[config.mk]
export PLATFORM = sky130hd
export DESIGN_NAME = multiply_add_slice
export DESIGN_NICKNAME = d
export VERILOG_FILES = /design/src/rtl/multiply_add_slice_pkg.sv /design/src/rtl/lane_ctrl_if.sv /design/src/rtl/mac_lane.sv /design/src/rtl/multiply_add_slice.sv
export VERILOG_INCLUDE_DIRS = /design/src /design/src/rtl
export SDC_FILE = /design/constraint.sdc
export NUM_CORES = 2
export LEC_CHECK = 0
export BUFFER_PORTS_ARGS = -buffer_cell sky130_fd_sc_hd__buf_2
export CAP_MARGIN = 25
export CELL_PAD_IN_SITES_DETAIL_PLACEMENT = 1
export CELL_PAD_IN_SITES_GLOBAL_PLACEMENT = 1
export CORE_UTILIZATION = 46
export DETAILED_ROUTE_END_ITERATION = 10
export PLACE_DENSITY = 0.91
export SLEW_MARGIN = 20
export SYNTH_ARGS = -nofsm -noshare
export SYNTH_HDL_FRONTEND = slang
export SYNTH_SLANG_ARGS = --single-unit
[constraint.sdc]
create_clock -name sys_clk -period 49.4 [get_ports sys_clk]
set_clock_uncertainty 0.15 [all_clocks]
set_input_delay 0 -clock sys_clk [delete_from_list [all_inputs] [get_ports sys_clk]]
set_output_delay 0 -clock sys_clk [all_outputs]
set_load 0.005 [all_outputs]
[src/rtl/multiply_add_slice_cfg.svh]
// Widths, field positions, reset values and number formats of the slice.
`ifndef MULTIPLY_ADD_SLICE_CFG_SVH
`define MULTIPLY_ADD_SLICE_CFG_SVH

`define MAS_A_W       19
`define MAS_B_W       18
`define MAS_R_W       48
`define MAS_SH_W      4
`define MAS_D0_AW     11
`define MAS_D0_BW     10
`define MAS_D1_W      8
`define MAS_D_R_W     24
`define MAS_Q0_AW     7
`define MAS_Q0_BW     6
`define MAS_QN_W      4
`define MAS_Q_R_W     12
`define MAS_QN_LANES  3
`define MAS_RESULT_RST 48'h0000_0000_0000
`define MAS_VALID_RST 1'b0
`define MAS_BF_W      16
`define MAS_BF_BIAS   11'sd127
`define MAS_BF_EXP_MAX 8'hFF
`define MAS_BF_NAN    16'h7FC0
`define MAS_BF_POINT  38

`endif

[src/rtl/multiply_add_slice_pkg.sv]
// Types shared by the multiply-add slice modules.
`include "multiply_add_slice_cfg.svh"

package multiply_add_slice_pkg;

    typedef enum logic [1:0] {
        MODE_NORMAL = 2'h0,
        MODE_DUAL   = 2'h1,
        MODE_QUAD   = 2'h2,
        MODE_FLOAT  = 2'h3
    } slice_mode_t;

    typedef struct packed {
        logic [`MAS_R_W-1:0] result;
        logic                valid;
    } slice_state_t;

endpackage

[src/rtl/lane_ctrl_if.sv]
// Per-operation controls shared by every integer lane of the slice.
`timescale 1ns/1ps
`include "multiply_add_slice_cfg.svh"

interface lane_ctrl_if;
    logic                 useAdder;
    logic                 subtract;
    logic                 accumulate;
    logic [`MAS_SH_W-1:0] shiftAmt;

    modport ctrl (
        output useAdder,
        output subtract,
        output accumulate,
        output shiftAmt
    );

    modport lane (
        input useAdder,
        input subtract,
        input accumulate,
        input shiftAmt
    );
endinterface

[src/rtl/mac_lane.sv]
// One integer multiply, add/subtract/accumulate and right-shift lane.
`timescale 1ns/1ps
`include "multiply_add_slice_cfg.svh"

module mac_lane #(
    parameter int AW         = 4,
    parameter int BW         = 4,
    parameter int W          = 12,
    parameter bit SIGNED_OPS = 1'b1
) (
    lane_ctrl_if.lane        ctl,
    input  wire logic [AW-1:0] a,
    input  wire logic [BW-1:0] b,
    input  wire logic [W-1:0]  addend,
    input  wire logic [W-1:0]  accIn,
    output logic      [W-1:0]  laneOut
);
    localparam int PW = AW + BW + 2;
    localparam int EW = (W > PW) ? W : PW;

    logic signed [PW-1:0] prodFull;
    logic signed [EW-1:0] prodExt;
    logic        [W-1:0]  prod;
    logic        [W-1:0]  base;
    logic        [W-1:0]  sum;

    always_comb begin
        // The extra top bit is a sign copy or a zero, so one signed
        // multiplier serves both operand formats.
        prodFull = $signed({SIGNED_OPS & a[AW-1], a})
                 * $signed({SIGNED_OPS & b[BW-1], b});
        prodExt  = EW'(prodFull);
        // Narrow lanes keep only the low W bits of the product.
        prod     = prodExt[W-1:0];
        base     = ctl.accumulate ? accIn : addend;
        if (!(ctl.useAdder || ctl.accumulate)) begin
            sum = prod;
        end else if (ctl.subtract) begin
            sum = base - prod;
        end else begin
            sum = base + prod;
        end
        if (SIGNED_OPS) begin
            laneOut = W'($signed(sum) >>> ctl.shiftAmt);
        end else begin
            laneOut = sum >> ctl.shiftAmt;
        end
    end
endmodule // mac_lane

[src/rtl/multiply_add_slice.sv]
// Configurable multiply-add slice: integer lanes and bfloat16 FMA.
//
// Functional notes
// - Four modes; one active; each partitions multipliers.
// - Normal: one 19x18 product, 48-bit add/sub.
// - Dual: 11x10 and 8x8, each 24-bit.
// - Quad: 7x6 and three 4x4, 12-bit each.
// - Quad 7x6 product truncated to 12 bits.
// - Float: bfloat16 FMA, single final rounding.
// - 4-bit right shift per lane of integer modes; not float.
// - Supports add, subtract and running accumulation.
// - Static parameter selects signed or unsigned operands.
// - Operands A and B; product bypasses adder optionally.
`timescale 1ns/1ps
`include "multiply_add_slice_cfg.svh"

module multiply_add_slice #(
    parameter bit SIGNED_OPS = 1'b1
) (
    input  wire logic                              sys_clk,
    input  wire logic                              reset,
    input  wire logic                              opEnable,
    input  wire multiply_add_slice_pkg::slice_mode_t mode,
    input  wire logic [`MAS_A_W-1:0]               opA,
    input  wire logic [`MAS_B_W-1:0]               opB,
    input  wire logic [`MAS_R_W-1:0]               addend,
    input  wire logic                              useAdder,
    input  wire logic                              subtract,
    input  wire logic                              accumulate,
    input  wire logic [`MAS_SH_W-1:0]              shiftAmt,
    output logic      [`MAS_R_W-1:0]               result,
    output logic                                   resultValid
);
    import multiply_add_slice_pkg::*;

    localparam int QW = `MAS_Q_R_W;
    localparam int DW = `MAS_D_R_W;

    slice_state_t st_reg;
    slice_state_t st_next;

    lane_ctrl_if ctl ();

    logic [`MAS_R_W-1:0]   normOut;
    logic [2*DW-1:0]       dualOut;
    logic [4*QW-1:0]       quadOut;
    logic [`MAS_BF_W-1:0]  fltOut;

    assign ctl.useAdder   = useAdder;
    assign ctl.subtract   = subtract;
    assign ctl.accumulate = accumulate;
    assign ctl.shiftAmt   = shiftAmt;

    // The single wide lane of normal mode.
    mac_lane #(
        .AW         (`MAS_A_W),
        .BW         (`MAS_B_W),
        .W          (`MAS_R_W),
        .SIGNED_OPS (SIGNED_OPS)
    ) u_norm (
        .ctl     (ctl),
        .a       (opA),
        .b       (opB),
        .addend  (addend),
        .accIn   (st_reg.result),
        .laneOut (normOut)
    );

    // Dual mode: the wider lane sits in the low bits of A, B and result.
    mac_lane #(
        .AW         (`MAS_D0_AW),
        .BW         (`MAS_D0_BW),
        .W          (DW),
        .SIGNED_OPS (SIGNED_OPS)
    ) u_dual0 (
        .ctl     (ctl),
        .a       (opA[`MAS_D0_AW-1:0]),
        .b       (opB[`MAS_D0_BW-1:0]),
        .addend  (addend[DW-1:0]),
        .accIn   (st_reg.result[DW-1:0]),
        .laneOut (dualOut[DW-1:0])
    );

    mac_lane #(
        .AW         (`MAS_D1_W),
        .BW         (`MAS_D1_W),
        .W          (DW),
        .SIGNED_OPS (SIGNED_OPS)
    ) u_dual1 (
        .ctl     (ctl),
        .a       (opA[`MAS_D0_AW +: `MAS_D1_W]),
        .b       (opB[`MAS_D0_BW +: `MAS_D1_W]),
        .addend  (addend[DW +: DW]),
        .accIn   (st_reg.result[DW +: DW]),
        .laneOut (dualOut[DW +: DW])
    );

    // Quad mode: the 7x6 lane is squeezed into a 12-bit result.
    mac_lane #(
        .AW         (`MAS_Q0_AW),
        .BW         (`MAS_Q0_BW),
        .W          (QW),
        .SIGNED_OPS (SIGNED_OPS)
    ) u_quad0 (
        .ctl     (ctl),
        .a       (opA[`MAS_Q0_AW-1:0]),
        .b       (opB[`MAS_Q0_BW-1:0]),
        .addend  (addend[QW-1:0]),
        .accIn   (st_reg.result[QW-1:0]),
        .laneOut (quadOut[QW-1:0])
    );

    for (genvar i = 0; i < `MAS_QN_LANES; i++) begin : g_quad
        mac_lane #(
            .AW         (`MAS_QN_W),
            .BW         (`MAS_QN_W),
            .W          (QW),
            .SIGNED_OPS (SIGNED_OPS)
        ) u_quadn (
            .ctl     (ctl),
            .a       (opA[`MAS_Q0_AW + `MAS_QN_W*i +: `MAS_QN_W]),
            .b       (opB[`MAS_Q0_BW + `MAS_QN_W*i +: `MAS_QN_W]),
            .addend  (addend[QW*(i+1) +: QW]),
            .accIn   (st_reg.result[QW*(i+1) +: QW]),
            .laneOut (quadOut[QW*(i+1) +: QW])
        );
    end

    // bfloat16 fused multiply-add datapath.
    logic               fSa;
    logic               fSb;
    logic               fSc;
    logic               fSp;
    logic [7:0]         fEa;
    logic [7:0]         fEb;
    logic [7:0]         fEc;
    logic [15:0]        fC;
    logic               pZero;
    logic               cZero;
    logic               special;
    logic [15:0]        fPm;
    logic [15:0]        fCm;
    logic signed [10:0] fEp;
    logic signed [10:0] fEbig;
    logic signed [10:0] fEsml;
    logic signed [10:0] fExp;
    logic [10:0]        fDiff;
    logic [5:0]         fSh;
    logic               pBig;
    logic [39:0]        bigSig;
    logic [39:0]        smlSig;
    logic               bigSgn;
    logic               smlSgn;
    logic [79:0]        alTmp;
    logic [39:0]        smlAl;
    logic [40:0]        fMag;
    logic               fSgn;
    logic [5:0]         fLead;
    logic [40:0]        fNorm;
    logic               rndUp;
    logic [8:0]         fMant;

    always_comb begin
        fC    = (accumulate ? st_reg.result[`MAS_BF_W-1:0]
                            : addend[`MAS_BF_W-1:0]);
        fSa   = opA[15];
        fSb   = opB[15];
        fSc   = fC[15];
        fEa   = opA[14:7];
        fEb   = opB[14:7];
        fEc   = fC[14:7];
        fSp   = fSa ^ fSb ^ subtract;
        pZero = (fEa == 8'h00) || (fEb == 8'h00);
        // Without the adder the product is rounded on its own.
        cZero = (fEc == 8'h00) || !(useAdder || accumulate);
        special = (fEa == `MAS_BF_EXP_MAX) || (fEb == `MAS_BF_EXP_MAX)
               || ((fEc == `MAS_BF_EXP_MAX) && !cZero);
        // The full 16-bit significand product is kept: no rounding here.
        fPm   = {1'b1, opA[6:0]} * {1'b1, opB[6:0]};
        fCm   = {1'b1, fC[6:0], 7'h00};
        fEp   = $signed({3'b000, fEa}) + $signed({3'b000, fEb})
              - `MAS_BF_BIAS;
        pBig  = !pZero && (cZero || (fEp >= $signed({3'b000, fEc})));
        if (pBig) begin
            bigSig = {fPm, 24'h000000};
            bigSgn = fSp;
            fEbig  = fEp;
            smlSig = cZero ? 40'h0 : {fCm, 24'h000000};
            smlSgn = fSc;
            fEsml  = $signed({3'b000, fEc});
        end else begin
            bigSig = cZero ? 40'h0 : {fCm, 24'h000000};
            bigSgn = fSc;
            fEbig  = $signed({3'b000, fEc});
            smlSig = pZero ? 40'h0 : {fPm, 24'h000000};
            smlSgn = fSp;
            fEsml  = fEp;
        end
        fDiff = 11'(fEbig - fEsml);
        fSh   = (fDiff > 11'd63) ? 6'd63 : fDiff[5:0];
        alTmp = {smlSig, 40'h0} >> fSh;
        // Bits shifted out are jammed into the lsb as a sticky bit.
        smlAl = alTmp[79:40] | {39'h0, |alTmp[39:0]};
        if (bigSgn == smlSgn) begin
            fMag = {1'b0, bigSig} + {1'b0, smlAl};
            fSgn = bigSgn;
        end else if (bigSig >= smlAl) begin
            fMag = {1'b0, bigSig} - {1'b0, smlAl};
            fSgn = bigSgn;
        end else begin
            fMag = {1'b0, smlAl} - {1'b0, bigSig};
            fSgn = smlSgn;
        end
        fLead = 6'd0;
        for (int i = 0; i < 41; i++) begin
            if (fMag[i]) begin
                fLead = 6'(i);
            end
        end
        fNorm = fMag << (6'd40 - fLead);
        fExp  = fEbig + $signed({5'h00, fLead}) - 11'sd`MAS_BF_POINT;
        // Round to nearest, ties to even, once at the very end.
        rndUp = fNorm[32] && ((|fNorm[31:0]) || fNorm[33]);
        fMant = {1'b1, fNorm[39:33]} + {8'h00, rndUp};
        if (fMant[8]) begin
            fExp = fExp + 11'sd1;
        end
        if (special) begin
            fltOut = `MAS_BF_NAN;
        end else if (fMag == 41'h0) begin
            fltOut = 16'h0000;
        end else if (fExp >= 11'sd255) begin
            fltOut = {fSgn, `MAS_BF_EXP_MAX, 7'h00};
        end else if (fExp <= 11'sd0) begin
            fltOut = {fSgn, 15'h0000};
        end else begin
            fltOut = {fSgn, fExp[7:0],
                      fMant[8] ? 7'h00 : fMant[6:0]};
        end
    end

    always_comb begin
        st_next       = st_reg;
        st_next.valid = opEnable;
        if (opEnable) begin
            unique case (mode)
                MODE_NORMAL: st_next.result = normOut;
                MODE_DUAL:   st_next.result = dualOut;
                MODE_QUAD:   st_next.result = quadOut;
                MODE_FLOAT:  st_next.result = {32'h0000_0000, fltOut};
            endcase
        end
    end

    // The result register doubles as the accumulator.
    always_ff @(posedge sys_clk) begin
        if (reset) begin
            st_reg.result <= `MAS_RESULT_RST;
            st_reg.valid  <= `MAS_VALID_RST;
        end else begin
            st_reg <= st_next;
        end
    end

    assign result      = st_reg.result;
    assign resultValid = st_reg.valid;
endmodule // multiply_add_slice

* Word-level counts from Yosys, hierarchy flattened
Cells that the tools add are included.
** Storage, ports and cells
- Input port bits :: 97
- Register bits :: 49
- Word-level logic and storage cells :: 161
** Cells by class
- Bitwise gates (word level) :: 3
- Mux-type cells :: 82
- $mul :: 8
- Reductions and logical operators :: 20
- Eq/ne operators :: 7
- Order comparisons :: 5
- Shift operators :: 9
- Add/subtract/negate cells :: 25
** Operators with widths (count)
- $mux W6 :: 40
- $pmux W48 S4 :: 1
- $mux W12 :: 12
- $mux W24 :: 6
- $mux W48 :: 3
- $mux W40 :: 3
- $mux W41 :: 2
- $sub A40 B40 Y41 :: 2
- $shr A80 B6 Y80 :: 1
- $add A12 B12 Y12 :: 4
- $add A24 B24 Y24 :: 2
- $add A48 B48 Y48 :: 1
- $mux W16 :: 3
- $sshr A12 B4 Y12 :: 4
- $sshr A24 B4 Y24 :: 2
- $sshr A48 B4 Y48 :: 1
- $sub A12 B12 Y12 :: 4
- $sub A24 B24 Y24 :: 2
- $sub A48 B48 Y48 :: 1
- $add A40 B40 Y41 :: 1
- $logic_not A41 Y1 :: 1
- $shl A41 B6 Y40 :: 1
- $ge A40 B40 Y1 :: 1
- $or A40 B1 Y40 :: 1
- 34 further kinds :: 60

* Depth between registers and ports, before layout
- Depth after elaboration :: 68
- Mapped depth :: 84
- Mapped depth without buffers :: 76

* Cells and area by module
Synthesis repeated with hierarchy kept, for this count alone.
** Unflattened totals
- Cells, all modules :: 8166
- Area, all modules :: 61987.0 um^2
** By module, submodules not included
- mac_lane at u_norm :: sequential area each 0.0 um^2, cells an instance 2490, times used 1, area an instance 20189.4 um^2
- multiply_add_slice :: sequential area each 980.9 um^2, cells an instance 2624, times used 1, area an instance 18044.8 um^2
- mac_lane at u_dual0 :: sequential area each 0.0 um^2, cells an instance 1006, times used 1, area an instance 8144.1 um^2
- mac_lane at g_quad[0].u_quadn ... :: sequential area each 0.0 um^2, cells an instance 284, times used 3, area an instance 2093.3 um^2
- mac_lane at u_dual1 :: sequential area each 0.0 um^2, cells an instance 788, times used 1, area an instance 6107.1 um^2
- mac_lane at u_quad0 :: sequential area each 0.0 um^2, cells an instance 406, times used 1, area an instance 3221.8 um^2

* Worst setup path before layout
Ideal clock, no wire load.
- Path type :: input to register
- From :: input port opB[7]
- To :: register, netlist name result[14]
- Path buffers :: 12
- Arrival :: 15.818 ns
- Data required time :: 49.135 ns
- Setup time :: 0.115 ns
- Cell stages on the path :: 73
- Slack :: 33.317 ns
- Cells stage by stage :: clkbuf_1 buf_1 inv_1 ha_1 inv_1 ha_1 fa_1 nand2_1 o21ai_1 a31oi_1 xor2_1 inv_1 ha_1 clkbuf_1 o21ai_0 nor2_1 nor3_1 o2111ai_1 [37 not listed] ha_1 a21boi_1 or2_1 buf_6 buf_4 clkbuf_1 mux4_2 mux2i_1 nand2_1 nand3_1 a21boi_0 and2_1 ha_1 a21bo_2 nor4_2 xor2_1 o41a_1 a2111oi_0
** On the way
- Cells in the longest elaborated chain, start to end :: 68
- Elaborated cells on any way between the ends :: 107
- Those cells by class :: add/sub: 17; mul: 3; order compare: 5; eq/ne: 2; shift: 5; mux: 62; bitwise: 1; reduce/logical: 12
** RTL lines
- start, declared :: line multiply_add_slice.sv:25 : input wire logic [`MAS_B_W-1:0] opB,
- $add A8 B8 Y9 :: line multiply_add_slice.sv:181 : fEp = $signed({3'b000, fEa}) + $signed({3'b000, fEb})
- $sub A9 B7 Y10 (no line)
- $ge A10 B9 Y1 :: line multiply_add_slice.sv:183 : pBig = !pZero && (cZero || (fEp >= $signed({3'b000, fEc})));
- $logic_or A1 B1 Y1 :: line multiply_add_slice.sv:183
- $logic_and A1 B1 Y1 :: line multiply_add_slice.sv:183
- $mux W11 :: line multiply_add_slice.sv:184 : if (pBig) begin
- $sub A11 B11 Y11 :: line multiply_add_slice.sv:199 : fDiff = 11'(fEbig - fEsml);
- $gt A11 B6 Y1 :: line multiply_add_slice.sv:200 : fSh = (fDiff > 11'd63) ? 6'd63 : fDiff[5:0];
- [52 not listed]
- $add A8 B1 Y9 :: line multiply_add_slice.sv:224 : fMant = {1'b1, fNorm[39:33]} + {8'h00, rndUp};
- $mux W11 :: line multiply_add_slice.sv:225 : if (fMant[8]) begin
- $le A11 B1 Y1 :: line multiply_add_slice.sv:234 : end else if (fExp <= 11'sd0) begin
- $mux W15 :: line multiply_add_slice.sv:234
- $mux W15 :: line multiply_add_slice.sv:232 : end else if (fExp >= 11'sd255) begin
- $mux W16 :: line multiply_add_slice.sv:230 : end else if (fMag == 41'h0) begin
- $mux W16 :: line multiply_add_slice.sv:228 : if (special) begin
- $pmux W48 S4 (*) :: line multiply_add_slice.sv:246 : unique case (mode)
Mark *: on every way between the ends. The rest lies on a longest branch, timed or not.
A chain may end at the register's enable or synchronous reset.

* Final worst setup path
- From :: input port opB[8]
- To :: register, netlist name result[9]
** On the way
- Cells in the longest elaborated chain, start to end :: 68
- Elaborated cells on any way between the ends :: 101
- Those cells by class :: add/sub: 15; mul: 2; order compare: 5; eq/ne: 2; shift: 4; mux: 60; bitwise: 1; reduce/logical: 12
** RTL lines (line)
- $add A8 B8 Y9 :: multiply_add_slice.sv:181
- $sub A9 B7 Y10 (no line)
- $ge A10 B9 Y1 :: multiply_add_slice.sv:183
- $logic_or A1 B1 Y1 :: multiply_add_slice.sv:183
- $logic_and A1 B1 Y1 :: multiply_add_slice.sv:183
- $mux W11 :: multiply_add_slice.sv:184
- $sub A11 B11 Y11 :: multiply_add_slice.sv:199
- $gt A11 B6 Y1 :: multiply_add_slice.sv:200
- [52 not listed]
- $add A8 B1 Y9 :: multiply_add_slice.sv:224
- $mux W11 :: multiply_add_slice.sv:225
- $le A11 B1 Y1 :: multiply_add_slice.sv:234
- $mux W15 :: multiply_add_slice.sv:234
- $mux W15 :: multiply_add_slice.sv:232
- $mux W16 :: multiply_add_slice.sv:230
- $mux W16 :: multiply_add_slice.sv:228
- $pmux W48 S4 (*) :: multiply_add_slice.sv:246
Marked as above.

==> insert_results.sql <==
INSERT INTO impl_metrics (metric_group, metric, value, unit) VALUES
('grt', 'grt_pass1_vias', '56102', ''),
('logic_synthesis', 'syn-instance-count', '6825', ''),
('logic_synthesis', 'synthFlopType', 'sky130_fd_sc_hd__dfxtp_1', ''),
('worst_hold_path', 'worst_hold_class', 'input pin to flop', ''),
('timing', 'tightest_slew', '1.267', 'ns'),
('grt', 'globalRouteTotalUtil', '0.4091', ''),
('clocking', 'cts_num_sinks', '49', ''),
('clocking', 'cts_made_buffers', '5', ''),
('grt', 'globalRouteOverflowTotal', '0', ''),
('logic_synthesis', 'synth_top_area_frac', '0.2184', ''),
('finish', 'drive_above_1_share', '0.07244', ''),
('floorplan', 'initial_utilization', '0.4650', ''),
('floorplan', 'die_x', '336.9', 'um'),
('timing', 'finalHoldViolations', '0', ''),
('route', 'via_count', '54447', ''),
('route', 'drt-total-wl', '239.5', 'mm'),
('grt', 'global_route_wire_length_before_repair', '353.1', 'mm'),
('route', 'drtPass1Iterations', '9', ''),
('finish', 'final_net_count', '7874', ''),
('route', 'via_per_inst', '6.625', ''),
('logic_synthesis', 'synth_enable_flop_cells', '0', ''),
('clocking', 'clk_path_buf_depth', '2', ''),
('grt', 'antenna_violations_before_repair', '14', ''),
('logic_synthesis', 'syn_nets', '7977', ''),
('critical_path', 'critPathMaxFanout', '27', ''),
('timing', 'timing.final.max_slew_violations', '0', ''),
('route', 'ant_nets', '0', ''),
('placed_design', 'hpwl', '198.9', 'mm'),
('timing', 'final_setup_violating_endpoints', '0', ''),
('clocking', 'postCtsSetupRepairBufs', '0', ''),
('critical_path', 'path_common_cell', 'sky130_fd_sc_hd__ha_1', ''),
('placed_design', 'gp_congestion', '1.019', ''),
('critical_path', 'timing.critical_path.slowest_stage_cell', 'sky130_fd_sc_hd__or2_1', ''),
('route', 'remaining_drc_errors', '0', ''),
('floorplan', 'std_cell_rows', '122', ''),
('clocking', 'postCtsResizedCells', '0', ''),
('logic_synthesis', 'yosysWarningCount', '0', ''),
('clocking', 'cts_root_buf', 'sky130_fd_sc_hd__clkbuf_16', ''),
('finish', 'most_common_library_cell_in_the_layout_ignoring_fill_and_taps', 'sky130_fd_sc_hd__inv_1', ''),
('critical_path', 'endpoint_kind', 'flop', ''),
('timing', 'max-slew-margin-rel', '0.1487', ''),
('logic_synthesis', 'mappedNetlistArea', '51610', 'sq um'),
('clocking', 'cts_hold_buffers', '0', ''),
('floorplan', 'design.portCount', '146', ''),
('logic_synthesis', 'synth_area_leaders', 'sky130_fd_sc_hd__fa_1 (22%), sky130_fd_sc_hd__ha_1 (12%), sky130_fd_sc_hd__inv_1 (6.3%)', ''),
('timing', 'final.setup.tns', '0', 'ns'),
('grt', 'grt_start_max_net_pins', '87', ''),
('critical_path', 'start_kind', 'input pin', ''),
('finish', 'flow.area_growth_from_synthesis', '4.221', '%'),
('logic_synthesis', 'synth_cell_type_count', '123', ''),
('clocking', 'cts-htree-levels', '2', ''),
('clocking', 'clkLatencyLatePin', '0.31', 'ns'),
('timing', 'rsz0062_at_grt', 'no', ''),
('critical_path', 'timing.setup.critical_path_class', 'input pin to flop', ''),
('timing', 'finalCritPeriodShare', '0.4223', ''),
('floorplan', 'die_h', '336.9', 'um'),
('floorplan', 'core', '111000', 'sq um'),
('placed_design', 'place.port_buffers', '145', ''),
('logic_synthesis', 'avg_inst_size_synth', '7.561', 'sq um'),
('logic_synthesis', 'proportion_of_synthesized_chip_area_in_sequential_cells', '0.01901', ''),
('route', 'post_drt_wl_per_cell', '29.15', 'um'),
('finish', 'fillerInstances', '13860', ''),
('logic_synthesis', 'flops_latches_synth', '49', ''),
('critical_path', 'timing.critical_path.arrival', '20.90', 'ns'),
('route', 'drt_iter0_drc', '6395', ''),
('run_status', 'status', 'finished clean', ''),
('timing', 'period_needed', '20.86', 'ns'),
('critical_path', 'worst-endpoint-required', '49.44', 'ns'),
('finish', 'final_cell_mix', 'sky130_fd_sc_hd__inv_1 (873), sky130_fd_sc_hd__nand2_1 (637), sky130_fd_sc_hd__fa_1 (563), sky130_fd_sc_hd__nor2_1 (557), sky130_fd_sc_hd__a21oi_1 (502)', ''),
('clocking', 'cts_tree', 'built', ''),
('logic_synthesis', 'library_cell_with_the_largest_summed_area_after_synthesis', 'sky130_fd_sc_hd__fa_1', ''),
('clocking', 'clk_pin_slew', '0.08', 'ns'),
('floorplan', 'fp.dieArea', '113500', 'sq um'),
('timing', 'max_freq', '47.94', 'MHz'),
('logic_synthesis', 'synth-async-reset-ratio', '0', ''),
('critical_path', 'cp_slowest_stage_delay', '0.74', 'ns'),
('run', 'maxCapViolCount', '0', '');
-- routing by layer --
| metal | GRT usage | routed length (um) | up-vias |
|---|---|---|---|
| met2 | 0.6302 | 103000 | 3136 |
| met1 | 0.5451 | 97680 | 27262 |
| met5 | 0 | 33 | - |
| li1 | - | - | 23241 |
| met3 | 0.07299 | 23450 | 802 |
| met4 | 0.2143 | 15360 | 6 |
-- kinds of logic (layout without fill, tap and decap cells) --
family / Yosys count / after routing / synth area share
xor gates and xnor gates: 390 / 390 / 0.06663
buffers and inverters: 1225 / 1123 / 0.09041
adders and majority gates: 1055 / 1055 / 0.3377
and+or+nand+nor: 2029 / 2029 / 0.1872
AOI/OAI and AO/OA: 1712 / 1712 / 0.2171
other: 0 / 7 / 0
muxes: 365 / 365 / 0.08200
DFF: 49 / 49 / 0.01901
-- worst paths after layout --
kind | startpoint | end | slack, ns | cells after the start
worst max-delay path | opB[8] | result[9]$_SDFFE_PP0P_ | 28.54 | 63
worst min-delay path | mode[0] | result[10]$_SDFFE_PP0P_ | 0.13 | 3
worst max register to register | result[14]$_SDFFE_PP0P_ | result[9]$_SDFFE_PP0P_ | 29.71 | 55
worst min register to register | result[40]$_SDFFE_PP0P_ | result[40]$_SDFFE_PP0P_ | 0.34 | 2
-- sequential cells by signal (all words and copies together) (netlist names) --
signal,flops
result,48
resultValid,1
-- synthesized netlist by cell type, drive strengths merged (14+ instances only) --
cell type / instances
inv: 877
nand2: 639
nor2: 564
fa: 563
a21oi: 505
ha: 492
o21ai: 349
xnor2: 275
clkbuf: 272
mux2i: 246
and2: 190
nor3: 160
xor2: 115
a211oi: 111
nand3: 107
a21o: 101
o21bai: 86
mux2: 84
a31oi: 82
buf: 70
and3: 62
nand2b: 57
a21boi: 56
dfxtp: 49
o211ai: 49
nand4: 44
nor4: 40
or3: 39
o21a: 38
mux4: 35
nor2b: 30
a221oi: 28
o22ai: 26
o31ai: 26
or2: 23
a311oi: 21
a2111oi: 20
a31o: 17
o221ai: 17
a211o: 16
a22oi: 15
nor3b: 15
or4: 14
-- metrics by stage --
step	instance area, sq um	std cells	setup slack, ns	utilization	hold WS (ns)
4_1_cts	53730	8207	29.11	0.4841	0.09973
2_1_floorplan	51610	6825	33.32	-	0.07490
3_5_place_dp	53530	8199	28.84	0.4824	0.2464
3_3_place_gp	53500	8195	29.60	0.4821	0.2306
5_1_grt	53780	8217	27.40	0.4846	0.1440
6_report	53780	8218	28.54	0.4847	0.1312
-- cell type report --
class | instances | area, sq um | area share
diodes | 7 | 17.52 | 0.0003257
repair buffers | 232 | 1390 | 0.02585
flip-flops and latches | 49 | 980.9 | 0.01824
clock buffers | 5 | 125.1 | 0.002326
multi-input cells | 5551 | 46020 | 0.8556
well taps | 1488 | 1862 | 0.03462
inverters | 883 | 3321 | 0.06174
clock inverters | 3 | 68.82 | 0.001279
-- critical path: cells and delay by family --
kind            cells  cell delay, ns
compound gates     23            7.62
simple gates       20            7.41
fa+ha+maj           8            2.51
buf+inv             5            1.45
mux                 5            1.13
xor+xnor            2            0.73
Power is left out: the tool's default activity adds up to more than one toggle a clock period on the data nets, which glitch-free logic cannot reach.
